[src/pscsr_pkg.sv]
// Constants of the proximity sensor configuration and status register bank.
// Assumes one 100 MHz clock; offsets are the 5-bit register pointer values.
//
// What this block does
// - Wait-stretch flag set makes every wait interval twelve times the wait count.
// - Wait steps are 2.72 ms per count; count is two's complement.
// - Each measurement emits the programmed emitter pulse total at 62.5 kHz.
// - LED drive bits 7:6 give full, half, quarter or eighth current.
// - Eight-bit read-only part identifier returns a fixed variant code.
// - Read-only status register sits at offset 0x13, showing internal state.
// - Status bit 5 is set while a proximity interrupt stays pending.
// - Result below low threshold or above high threshold raises an interrupt.
// - Sixteen-bit result: low byte at 0x18, high byte at 0x19.
// - Reading the low byte copies the high byte into a shadow.
// - High-byte read returns the byte paired with the earlier low read.

`default_nettype none

package pscsr_pkg;

   // ---------------------------------------------------------------
   // Register offsets
   // ---------------------------------------------------------------
   localparam logic [4:0] OFF_WAIT_EXT = 5'h0d;
   localparam logic [4:0] OFF_PULSE = 5'h0e;
   localparam logic [4:0] OFF_SETUP = 5'h0f;
   localparam logic [4:0] OFF_PART_ID = 5'h12;
   localparam logic [4:0] OFF_FLAGS = 5'h13;
   localparam logic [4:0] OFF_RES_LO = 5'h18;
   localparam logic [4:0] OFF_RES_HI = 5'h19;

   // ---------------------------------------------------------------
   // Field positions and reset values
   // ---------------------------------------------------------------
   localparam int STRETCH_BIT = 1;
   localparam int DRIVE_LSB = 6;
   localparam int DIODE_LSB = 4;
   localparam int IRQ_FLAG_BIT = 5;
   localparam int CMD_BIT = 7;
   localparam int CMD_TYPE_LSB = 5;
   localparam logic [1:0] CMD_AUTOINC = 2'h1;
   localparam logic [7:0] RST_WAIT_EXT = 8'h00;
   localparam logic [7:0] RST_PULSE = 8'h00;
   localparam logic [7:0] RST_SETUP = 8'h00;

   // ---------------------------------------------------------------
   // Timing
   // ---------------------------------------------------------------
   localparam real CLK_MHZ = 100.0;
   localparam real WAIT_STEP_MS = 2.72;
   localparam real PULSE_RATE_KHZ = 62.5;
   localparam int WAIT_STRETCH_FACTOR = 12;
   localparam int WAIT_STEP_CYC = int'(WAIT_STEP_MS * 1000.0 * CLK_MHZ);
   localparam int PULSE_CYC = int'(CLK_MHZ * 1000.0 / PULSE_RATE_KHZ);

endpackage : pscsr_pkg

`default_nettype wire

[src/pscsr_emit_if.sv]
// Carrier between the register bank and the emitter sequencer.
// Assumes both ends share the bank's clock.

`timescale 1ns/10ps
`default_nettype none

interface pscsr_emit_if;
   logic run;
   logic wait_en;
   logic wait_stretch_flag;
   logic [7:0] wait_count;
   logic [7:0] emitter_pulse_total;
   logic led_pulse;
   logic burst_done;

   modport ctrl (output run, output wait_en, output wait_stretch_flag, output wait_count,
                 output emitter_pulse_total, input led_pulse, input burst_done);
   modport emit (input run, input wait_en, input wait_stretch_flag, input wait_count,
                 input emitter_pulse_total, output led_pulse, output burst_done);
endinterface : pscsr_emit_if

`default_nettype wire

[src/pscsr_emitter.sv]
// Emitter sequencer: pulse burst, then programmed wait, repeated while run.
// Assumes settings are static during a burst or wait.

`timescale 1ns/10ps
`default_nettype none

module pscsr_emitter
   import pscsr_pkg::*;
#(
   parameter int STEP_CYC = WAIT_STEP_CYC
) (
   input wire logic mclk_in,
   input wire logic srst_in,
   pscsr_emit_if.emit em
);

   typedef enum logic [2:0] {
      EM_IDLE = 3'b001,
      EM_BURST = 3'b010,
      EM_WAIT = 3'b100
   } pscsr_em_type;

   pscsr_em_type state_ff;
   logic [18:0] cyc_ff;
   logic [8:0] pcnt_ff;
   logic [8:0] steps_ff;
   logic [3:0] sub_ff;
   logic pulse_ff;
   logic done_ff;

   // ---------------------------------------------------------------
   // Decode
   // ---------------------------------------------------------------
   wire burst_end = (pcnt_ff[7:0] == em.emitter_pulse_total);
   wire pulse_wrap = (cyc_ff == 19'(PULSE_CYC - 1));
   wire step_wrap = (cyc_ff == 19'(STEP_CYC - 1));
   // Twelve sub-steps make one stretched step
   wire sub_last = !em.wait_stretch_flag || (sub_ff == 4'(WAIT_STRETCH_FACTOR - 1));

   // Steps of the wait: 0xff gives 1, 0x00 gives 256
   function automatic logic [8:0] wait_steps(input logic [7:0] cnt);
      wait_steps = 9'h100 - {1'b0, cnt};
   endfunction

   // Sequencer; dropping run aborts at once so the LED never stays lit
   always_ff @(posedge mclk_in) begin
      done_ff <= 1'b0;
      if (srst_in || !em.run) begin
         state_ff <= EM_IDLE;
         cyc_ff <= 19'h0;
         pcnt_ff <= 9'h0;
         steps_ff <= 9'h0;
         sub_ff <= 4'h0;
      end else begin
         case (state_ff)
            EM_IDLE: begin
               state_ff <= EM_BURST;
               cyc_ff <= 19'h0;
               pcnt_ff <= 9'h0;
            end
            EM_BURST: begin
               if (burst_end) begin
                  done_ff <= 1'b1;
                  cyc_ff <= 19'h0;
                  sub_ff <= 4'h0;
                  steps_ff <= wait_steps(em.wait_count);
                  pcnt_ff <= 9'h0;
                  state_ff <= em.wait_en ? EM_WAIT : EM_BURST;
               end else if (pulse_wrap) begin
                  cyc_ff <= 19'h0;
                  pcnt_ff <= pcnt_ff + 9'h1;
               end else begin
                  cyc_ff <= cyc_ff + 19'h1;
               end
            end
            EM_WAIT: begin
               if (!step_wrap) begin
                  cyc_ff <= cyc_ff + 19'h1;
               end else begin
                  cyc_ff <= 19'h0;
                  sub_ff <= sub_last ? 4'h0 : sub_ff + 4'h1;
                  if (sub_last) begin
                     steps_ff <= steps_ff - 9'h1;
                     if (steps_ff == 9'h1) begin
                        state_ff <= EM_BURST;
                     end
                  end
               end
            end
            default: state_ff <= EM_IDLE;
         endcase
      end
   end

   // LED high for the first half of each 16 us pulse period
   always_ff @(posedge mclk_in) begin
      pulse_ff <= !srst_in && em.run && (state_ff == EM_BURST) && !burst_end &&
                  (cyc_ff < 19'(PULSE_CYC / 2));
   end

   assign em.led_pulse = pulse_ff;
   assign em.burst_done = done_ff;

endmodule : pscsr_emitter

`default_nettype wire

[src/pscsr_regs.sv]
// Register bank of the proximity sensor on the two-wire serial port.
// Assumes SCL and SDA come from pins; thresholds and results from the sensor core.

`timescale 1ns/10ps
`default_nettype none

module pscsr_regs
   import pscsr_pkg::*;
#(
   parameter int WAIT_STEP_CYC_P = WAIT_STEP_CYC,
   parameter logic [6:0] DEV_ADDR = 7'h2a,  // Arbitrary value
   parameter logic [7:0] PART_ID = 8'h5a    // Arbitrary value
) (
   input wire logic mclk_in,
   input wire logic srst_in,
   input wire logic scl_in,
   input wire logic sda_in,
   output logic sda_out,
   output logic sda_oe_out,
   output logic irq_n_out,
   output logic irq_oe_out,
   input wire logic meas_enable_in,
   input wire logic wait_enable_in,
   input wire logic [7:0] wait_count_in,
   input wire logic prox_irq_enable_in,
   input wire logic prox_irq_clear_in,
   input wire logic [15:0] low_thr_in,
   input wire logic [15:0] high_thr_in,
   input wire logic [15:0] result_in,
   input wire logic result_valid_in,
   output logic led_pulse_out,
   output logic burst_done_out,
   output logic [3:0] led_drive_scale_out,
   output logic diode_ch0_en_out,
   output logic diode_ch1_en_out
);

   typedef enum logic [4:0] {
      ST_IDLE = 5'b00001,
      ST_RX = 5'b00010,
      ST_ACK = 5'b00100,
      ST_TX = 5'b01000,
      ST_MACK = 5'b10000
   } pscsr_bus_type;

   // ---------------------------------------------------------------
   // Pin sampling
   // ---------------------------------------------------------------
   logic [1:0] pin_s1_ff;
   logic [1:0] pin_s2_ff;
   logic [1:0] pin_s3_ff;
   logic [1:0] pin_f_ff;
   logic [1:0] pin_p_ff;

   // Three stages; a level counts only once stages two and three agree
   always_ff @(posedge mclk_in) begin
      if (srst_in) begin
         pin_s1_ff <= 2'h3;
         pin_s2_ff <= 2'h3;
         pin_s3_ff <= 2'h3;
         pin_f_ff <= 2'h3;
         pin_p_ff <= 2'h3;
      end else begin
         pin_s1_ff <= {scl_in, sda_in};
         pin_s2_ff <= pin_s1_ff;
         pin_s3_ff <= pin_s2_ff;
         pin_f_ff[1] <= (pin_s2_ff[1] == pin_s3_ff[1]) ? pin_s3_ff[1] : pin_f_ff[1];
         pin_f_ff[0] <= (pin_s2_ff[0] == pin_s3_ff[0]) ? pin_s3_ff[0] : pin_f_ff[0];
         pin_p_ff <= pin_f_ff;
      end
   end

   // Edge and bus condition decode
   wire scl_f = pin_f_ff[1];
   wire sda_f = pin_f_ff[0];
   wire scl_rise = scl_f && !pin_p_ff[1];
   wire scl_fall = !scl_f && pin_p_ff[1];
   wire scl_high = scl_f && pin_p_ff[1];
   wire bus_start = scl_high && pin_p_ff[0] && !sda_f;
   wire bus_stop = scl_high && !pin_p_ff[0] && sda_f;

   // ---------------------------------------------------------------
   // Registers
   // ---------------------------------------------------------------
   logic [7:0] wait_ext_ff;
   logic [7:0] pulse_ff;
   logic [7:0] setup_ff;
   logic [15:0] result_ff;
   logic [7:0] shadow_hi_ff;
   logic irq_pend_ff;
   logic [4:0] ptr_ff;
   logic autoinc_ff;

   // ---------------------------------------------------------------
   // Serial port state
   // ---------------------------------------------------------------
   pscsr_bus_type state_ff;
   logic [3:0] bit_cnt_ff;
   logic [7:0] shift_ff;
   logic [1:0] byte_idx_ff;
   logic read_ff;
   logic drv_ff;
   logic [7:0] rd_data;

   wire byte_in = (state_ff == ST_RX) && scl_fall && (bit_cnt_ff == 4'h8);
   wire addr_hit = (shift_ff[7:1] == DEV_ADDR);
   wire cmd_in = byte_in && (byte_idx_ff == 2'h1) && shift_ff[CMD_BIT];
   wire wr_in = byte_in && (byte_idx_ff == 2'h2);
   wire tx_load = scl_fall && (((state_ff == ST_ACK) && read_ff) || (state_ff == ST_MACK));

   // Pointer step after each data byte when auto-increment was asked for
   function automatic logic [4:0] ptr_step(input logic [4:0] p, input logic inc);
      ptr_step = inc ? p + 5'h1 : p;
   endfunction

   // Read data selection; reserved bits read as zero
   always_comb begin
      case (ptr_ff)
         OFF_WAIT_EXT: rd_data = wait_ext_ff;
         OFF_PULSE: rd_data = pulse_ff;
         OFF_SETUP: rd_data = setup_ff;
         OFF_PART_ID: rd_data = PART_ID;
         OFF_FLAGS: rd_data = 8'(irq_pend_ff) << IRQ_FLAG_BIT;
         OFF_RES_LO: rd_data = result_ff[7:0];
         OFF_RES_HI: rd_data = shadow_hi_ff;
         default: rd_data = 8'h00;
      endcase
   end

   // Byte-level sequencer; start and stop override any state
   always_ff @(posedge mclk_in) begin
      if (srst_in) begin
         state_ff <= ST_IDLE;
         bit_cnt_ff <= 4'h0;
         shift_ff <= 8'h00;
         byte_idx_ff <= 2'h0;
         read_ff <= 1'b0;
         drv_ff <= 1'b0;
      end else if (bus_start) begin
         state_ff <= ST_RX;
         bit_cnt_ff <= 4'h0;
         byte_idx_ff <= 2'h0;
         drv_ff <= 1'b0;
      end else if (bus_stop) begin
         state_ff <= ST_IDLE;
         drv_ff <= 1'b0;
      end else begin
         case (state_ff)
            ST_IDLE: drv_ff <= 1'b0;
            ST_RX: begin
               if (scl_rise) begin
                  shift_ff <= {shift_ff[6:0], sda_f};
                  bit_cnt_ff <= bit_cnt_ff + 4'h1;
               end else if (byte_in) begin
                  bit_cnt_ff <= 4'h0;
                  if (byte_idx_ff != 2'h0 || addr_hit) begin
                     drv_ff <= 1'b1;
                     state_ff <= ST_ACK;
                  end else begin
                     state_ff <= ST_IDLE;
                  end
                  if (byte_idx_ff == 2'h0) begin
                     read_ff <= shift_ff[0];
                  end
               end
            end
            ST_ACK: begin
               if (scl_fall) begin
                  byte_idx_ff <= (byte_idx_ff == 2'h2) ? 2'h2 : byte_idx_ff + 2'h1;
                  bit_cnt_ff <= 4'h0;
                  if (read_ff) begin
                     shift_ff <= rd_data;
                     drv_ff <= !rd_data[7];
                     state_ff <= ST_TX;
                  end else begin
                     drv_ff <= 1'b0;
                     state_ff <= ST_RX;
                  end
               end
            end
            ST_TX: begin
               if (scl_fall) begin
                  if (bit_cnt_ff == 4'h7) begin
                     drv_ff <= 1'b0;
                     state_ff <= ST_MACK;
                  end else begin
                     shift_ff <= {shift_ff[6:0], 1'b0};
                     drv_ff <= !shift_ff[6];
                     bit_cnt_ff <= bit_cnt_ff + 4'h1;
                  end
               end
            end
            ST_MACK: begin
               // A not-acknowledge ends the read; controller sends stop next
               if (scl_rise && sda_f) begin
                  state_ff <= ST_IDLE;
               end else if (scl_fall) begin
                  shift_ff <= rd_data;
                  drv_ff <= !rd_data[7];
                  bit_cnt_ff <= 4'h0;
                  state_ff <= ST_TX;
               end
            end
            default: state_ff <= ST_IDLE;
         endcase
      end
   end

   // Command byte sets the pointer; with auto-increment, data bytes and reads advance it
   always_ff @(posedge mclk_in) begin
      if (srst_in) begin
         ptr_ff <= 5'h00;
         autoinc_ff <= 1'b0;
      end else if (cmd_in) begin
         ptr_ff <= shift_ff[4:0];
         autoinc_ff <= (shift_ff[CMD_TYPE_LSB +: 2] == CMD_AUTOINC);
      end else if (wr_in || tx_load) begin
         ptr_ff <= ptr_step(ptr_ff, autoinc_ff);
      end
   end

   // Writable registers keep only their defined bits
   always_ff @(posedge mclk_in) begin
      if (srst_in) begin
         wait_ext_ff <= RST_WAIT_EXT;
         pulse_ff <= RST_PULSE;
         setup_ff <= RST_SETUP;
      end else if (wr_in) begin
         case (ptr_ff)
            OFF_WAIT_EXT: wait_ext_ff <= shift_ff & (8'h01 << STRETCH_BIT);
            OFF_PULSE: pulse_ff <= shift_ff;
            OFF_SETUP: setup_ff <= {shift_ff[7:4], 4'h0};
            default: pulse_ff <= pulse_ff;
         endcase
      end
   end

   // Result capture and high-byte shadow; the shadow only moves on a low read,
   // so a conversion landing between the two reads cannot split the pair
   always_ff @(posedge mclk_in) begin
      if (srst_in) begin
         result_ff <= 16'h0000;
         shadow_hi_ff <= 8'h00;
      end else begin
         if (result_valid_in) begin
            result_ff <= result_in;
         end
         if (tx_load && ptr_ff == OFF_RES_LO) begin
            shadow_hi_ff <= result_ff[15:8];
         end
      end
   end

   // ---------------------------------------------------------------
   // Proximity interrupt
   // ---------------------------------------------------------------
   wire out_of_band = (result_in < low_thr_in) || (result_in > high_thr_in);
   wire irq_set = result_valid_in && prox_irq_enable_in && out_of_band;

   // Set wins over a clear in the same cycle so no event is lost
   always_ff @(posedge mclk_in) begin
      if (srst_in) begin
         irq_pend_ff <= 1'b0;
      end else if (irq_set) begin
         irq_pend_ff <= 1'b1;
      end else if (prox_irq_clear_in) begin
         irq_pend_ff <= 1'b0;
      end
   end

   // ---------------------------------------------------------------
   // Pins and analog controls
   // ---------------------------------------------------------------
   assign sda_out = 1'b0;
   assign sda_oe_out = drv_ff;
   assign irq_n_out = 1'b0;
   assign irq_oe_out = irq_pend_ff; // Open drain, pulled low while pending

   // Drive scale is one-hot: bit 0 full, 1 half, 2 quarter, 3 eighth
   assign led_drive_scale_out = 4'h1 << setup_ff[DRIVE_LSB +: 2];
   assign diode_ch0_en_out = setup_ff[DIODE_LSB];
   assign diode_ch1_en_out = setup_ff[DIODE_LSB + 1];

   // ---------------------------------------------------------------
   // Emitter sequencer
   // ---------------------------------------------------------------
   pscsr_emit_if em_if ();

   assign em_if.run = meas_enable_in;
   assign em_if.wait_en = wait_enable_in;
   assign em_if.wait_stretch_flag = wait_ext_ff[STRETCH_BIT];
   assign em_if.wait_count = wait_count_in;
   assign em_if.emitter_pulse_total = pulse_ff;

   pscsr_emitter #(
      .STEP_CYC(WAIT_STEP_CYC_P)
   ) u_emitter (
      .mclk_in(mclk_in),
      .srst_in(srst_in),
      .em(em_if.emit)
   );

   assign led_pulse_out = em_if.led_pulse;
   assign burst_done_out = em_if.burst_done;

endmodule : pscsr_regs

`default_nettype wire

[config.mk]
export PLATFORM = sky130hd
export DESIGN_NAME = pscsr_regs
export DESIGN_NICKNAME = d
export VERILOG_FILES = /design/src/pscsr_pkg.sv /design/src/pscsr_emit_if.sv /design/src/pscsr_emitter.sv /design/src/pscsr_regs.sv
export SDC_FILE = /design/constraint.sdc
export NUM_CORES = 1
export LEC_CHECK = 0
export ABC_AREA = 1
export BUFFER_PORTS_ARGS = -buffer_cell sky130_fd_sc_hd__buf_2
export CAP_MARGIN = 40
export CORE_ASPECT_RATIO = 1.75
export CORE_MARGIN = 2
export CORE_UTILIZATION = 50
export CTS_BUF_LIST = sky130_fd_sc_hd__clkbuf_16
export CTS_CLUSTER_SIZE = 20
export DETAILED_ROUTE_END_ITERATION = 6
export PLACE_DENSITY_LB_ADDON = 0.1
export SYNTH_ARGS = -nofsm -noshare
export SYNTH_HDL_FRONTEND = slang
export SYNTH_SLANG_ARGS = --single-unit
[constraint.sdc]
create_clock -name mclk_in -period 4.4 [get_ports mclk_in]
set_clock_uncertainty 0.05 [all_clocks]
set_input_delay 0.88 -clock mclk_in [delete_from_list [all_inputs] [get_ports mclk_in]]
set_output_delay 0.88 -clock mclk_in [all_outputs]
set_load 0.005 [all_outputs]
==> results list <==
- Outcome: complete, no violations
* Worst flop-to-flop path startpoint: ptr_ff[4]
- The worst setup path is captured at a flop.
* Final setup vio count: 0
- Top-area cell type share of the netlist area: 0.318
- Synthesis produced 1159 cells.
- For this run, the register share of the synthesized area comes to 0.318.
- Of the total power, the share spent switching nets is 0.264.
- Yosys warning count: 0
* Count of vias placed by the detailed router: about 7400
- The final number of hold-violating endpoints was 0.
* Kind of cell with the highest combined delay on the critical path: buffers and inverters
- The signal on the critical path passes through buf_2, inv_1, nand2_1, buf_4, inv_1, nand4_1, nor4_1.
- Of all nets on the critical path, the largest fanout is 23.
* First-pass GRT wire length: approximately 32 mm
- Slew of the pin with the lowest slew margin: 755 ps
* Clock tree from TritonCTS: yes
- CTS H-tree depth: 4
* Max-slew violations: 0
* Fraction of final layout cells sized beyond drive strength 1: 0.126
* 1st-iter DRT viols: about 320
- Min Clock Period, post-route: 2230 ps
- The share of total power dissipated in sequential elements is 0.387.
* Ports: 77
- In this run, post-CTS repair resized a total of 0 instances.
* Diode count: 0
* Total grt overflow: 0
- In the global route stage, overall resource usage came out at 0.237.
- Post-placement worst setup slack: 1750 ps
- Timing startpoint of the critical path: srst_in
* Die Wd: 97.0 um
- After synthesis, the share of flip-flops with an asynchronous set or reset is 0.
* Switching power summed over all nets: 0.792 mW
* Via density per instance: 5.17
- Overall routed net length: approximately 19 mm
* Cell accounting for the most synthesized area: sky130_fd_sc_hd__dfxtp_1
* Combinational fraction of design power: 0.119
- Routed length per instance: between 10 and 15 um
* Crit share post-route: 0.507
- For the worst setup path, the data required time is 4660 ps.
- Among the stages of the critical path, the cell type that occurs most often is sky130_fd_sc_hd__inv_1.
* Remaining DRCs: 0
- Most used standard cell by instance count after synthesis: sky130_fd_sc_hd__nand2_1
- CORE AREA: approximately 15000 sq um
- Launch point of the worst hold path: pin_s1_ff[1]
- Vias in the first global route: 7238
- The cell area that synthesis handed to floorplanning was 7560 sq um.
- Die area: between 15000 and 20000 sq um
* Clk sinks: 120
* Number of buffers added by the clock tree synthesis step: 17
- Clock transition at the register clock pins on the worst setup and hold paths after CTS: 60 ps
* Internal Power: 2.21 mW
- Setup repair after global routing missed its margin: false
* Critical Path Source Type: input port
* Aggregate negative setup slack: 0 ps
* Category of the most critical setup path: input port to flop
- For this configuration, the core starts out at a cell density of 0.509.
* Max-cap viol count: 0
- Relative to the synthesized area, the layout overhead comes to 14.7%.
* Post-Syn Area per Cell: around 6.5 sq um
* Source-to-sink clock delay at the later pin of the worst-skew pair: just over 400 ps
- Buffer levels on the longest clock path: 2
- Power spread over the standard cell area amounts to 346 nW/um^2.
* CP bufs+invs: 4
* Worst Slack Setup Final: 2170 ps
* Predominant post-synthesis flop cell: sky130_fd_sc_hd__dfxtp_1
- Path class of the lowest-slack min-delay path: flop to flop
- Placer's final routability congestion estimate: 0.891
- Leakage: around 4.2 nW
- On the worst path, the slowest cell contributes a delay of 580 ps.
- Synth top area cells: sky130_fd_sc_hd__dfxtp_1 (32%), sky130_fd_sc_hd__nand2_1 (13%), sky130_fd_sc_hd__inv_1 (8.2%)
- Count of flip-flops with a built-in enable after synthesis: 0
* Netlist cell types: 45
- Once detail routing completed, the nets flagged for antenna violations numbered 0.
* Max rail drop VDD: between 0.2 and 0.3 mV
* Clock Power Share: 0.494
* Vertical die dimension: 167 um
- Post-CTS Setup Bufs: 0
- Slowest-stage cell, CP: sky130_fd_sc_hd__inv_1
- Number of hold buffers added after CTS: 0
- Half-perimeter wire length after placement: 14.3 mm
- Data on the critical path arrives at its endpoint at 2500 ps.
- The pre-antenna-repair detailed-routing pass consisted of 5 iterations.
* Clock tree root driver cell: sky130_fd_sc_hd__clkbuf_16
- Final Net Count: 1341
* Standard-cell row count: 59
- Input and output buffers added on the ports amount to 74.
- Antenna violations before repair: 0
- Fmax: 448 MHz
- Cell types with the highest counts after synthesis: sky130_fd_sc_hd__nand2_1 (255), sky130_fd_sc_hd__inv_1 (165), sky130_fd_sc_hd__nor2_1 (151)
- Fill cells in the final layout number 1512.
* Flip-flop and latch count after synthesis: 120
* Maximum number of pins on one net before global-route repair: 47
- Headroom to the max-slew limit: 0.495
- Core Util, Final: 0.584
## area by class of cell
type                    count  area (sq um)  share of cell area
flip-flops and latches    120          2400               0.277
repair buffers             76           385              0.0445
well taps                 183           229              0.0264
inverters                 173           649              0.0749
clock inverters            15           203              0.0234
clock buffers              17           425              0.0491
multi-input cells         840          4380               0.505
## power by group through the flow
stage | registers, mW | clock network (mW) | logic, mW
floorplan | 1.17 | 0 | 0.259
global placement | 1.18 | 0 | 0.355
detailed placement | 1.18 | 0 | 0.360
CTS | 1.16 | 1.50 | 0.362
global route | 1.16 | 1.56 | 0.416
finish | 1.16 | 1.48 | 0.358
## kinds of logic (layout without fill, tap and decap cells)
family,after synthesis,count (layout),synth area share
flops,120,120,0.318
fa+ha+maj,48,48,0.0794
compound gates,201,201,0.141
other cells,1,2,0.000496
simple gates,562,562,0.326
buf+inv,200,281,0.104
xor+xnor,27,27,0.0313
## path summary, 6_finish.rpt
| check | endpoint | slack (ps) | cells past startpoint |
|---|---|---|---|
| min reg2reg | pin_s2_ff[1] | 360 | 1 |
| min | pin_s2_ff[1] | 360 | 1 |
| max reg2reg | shadow_hi_ff[5] | 2200 | 7 |
| max | u_emitter.em.led_pulse | 2170 | 7 |
## cell usage in the layout (no fill, tap or decap), types with 2 or more instances in the layout
cell	count
sky130_fd_sc_hd__clkbuf_16	17
sky130_fd_sc_hd__o22ai_1	2
sky130_fd_sc_hd__nor2_4	4
sky130_fd_sc_hd__nand3_1	71
sky130_fd_sc_hd__nor2_1	151
sky130_fd_sc_hd__nand2_4	3
sky130_fd_sc_hd__xor2_1	18
sky130_fd_sc_hd__nor2_2	7
sky130_fd_sc_hd__xnor2_1	9
sky130_fd_sc_hd__inv_6	2
sky130_fd_sc_hd__o211ai_1	4
sky130_fd_sc_hd__clkinvlp_4	3
sky130_fd_sc_hd__ha_1	48
sky130_fd_sc_hd__dfxtp_1	120
sky130_fd_sc_hd__conb_1	2
sky130_fd_sc_hd__buf_4	2
sky130_fd_sc_hd__nand2_2	8
sky130_fd_sc_hd__nand4_1	16
sky130_fd_sc_hd__o21bai_1	2
sky130_fd_sc_hd__o21ai_0	87
sky130_fd_sc_hd__a21o_1	2
sky130_fd_sc_hd__or2_2	10
sky130_fd_sc_hd__nand2_1	255
sky130_fd_sc_hd__nand3_2	4
sky130_fd_sc_hd__nor4_1	2
sky130_fd_sc_hd__inv_1	166
sky130_fd_sc_hd__nand3b_1	2
sky130_fd_sc_hd__bufinv_16	4
sky130_fd_sc_hd__o31ai_1	3
sky130_fd_sc_hd__o21ai_1	7
sky130_fd_sc_hd__nor3_1	24
sky130_fd_sc_hd__clkinv_4	4
sky130_fd_sc_hd__buf_2	74
sky130_fd_sc_hd__a31oi_1	2
sky130_fd_sc_hd__a21oi_1	86
sky130_fd_sc_hd__inv_2	8
## flip-flops by register name, indices dropped and copies added, names as in the netlist, 3 cells and up
| register | flops |
|---|---|
| u_emitter.steps_ff | 9 |
| u_emitter.state_ff | 3 |
| bit_cnt_ff | 4 |
| state_ff | 5 |
| shadow_hi_ff | 8 |
| u_emitter.pcnt_ff | 8 |
| u_emitter.cyc_ff | 19 |
| setup_ff | 4 |
| shift_ff | 8 |
| em_if.emitter_pulse_total | 8 |
| ptr_ff | 5 |
| result_ff | 16 |
| u_emitter.sub_ff | 4 |
## layer usage
metal  wire length [um]  part of all wire  track usage  vias to the layer above
li1                   -                 -            -                     3864
met1               7290              0.39        0.250                     3301
met2               9980              0.54        0.445                      137
met3                526             0.028       0.0340                       61
met4                836             0.045        0.126                        0
met5                  0                 0            0                        -
## through the flow
step / hold WS [ps] / total power [mW] / instance area [sq um] / cells
4_1_cts: 365 / 3.02 / 8670 / 1424
5_1_grt: 375 / 3.14 / 8670 / 1424
3_5_place_dp: 349 / 1.54 / 8040 / 1392
3_3_place_gp: 356 / 1.54 / 8040 / 1392
6_report: 362 / 3.00 / 8670 / 1424
2_1_floorplan: 339 / 1.43 / 7560 / 1160
No activity file was read; power rests on OpenSTA's default activity.
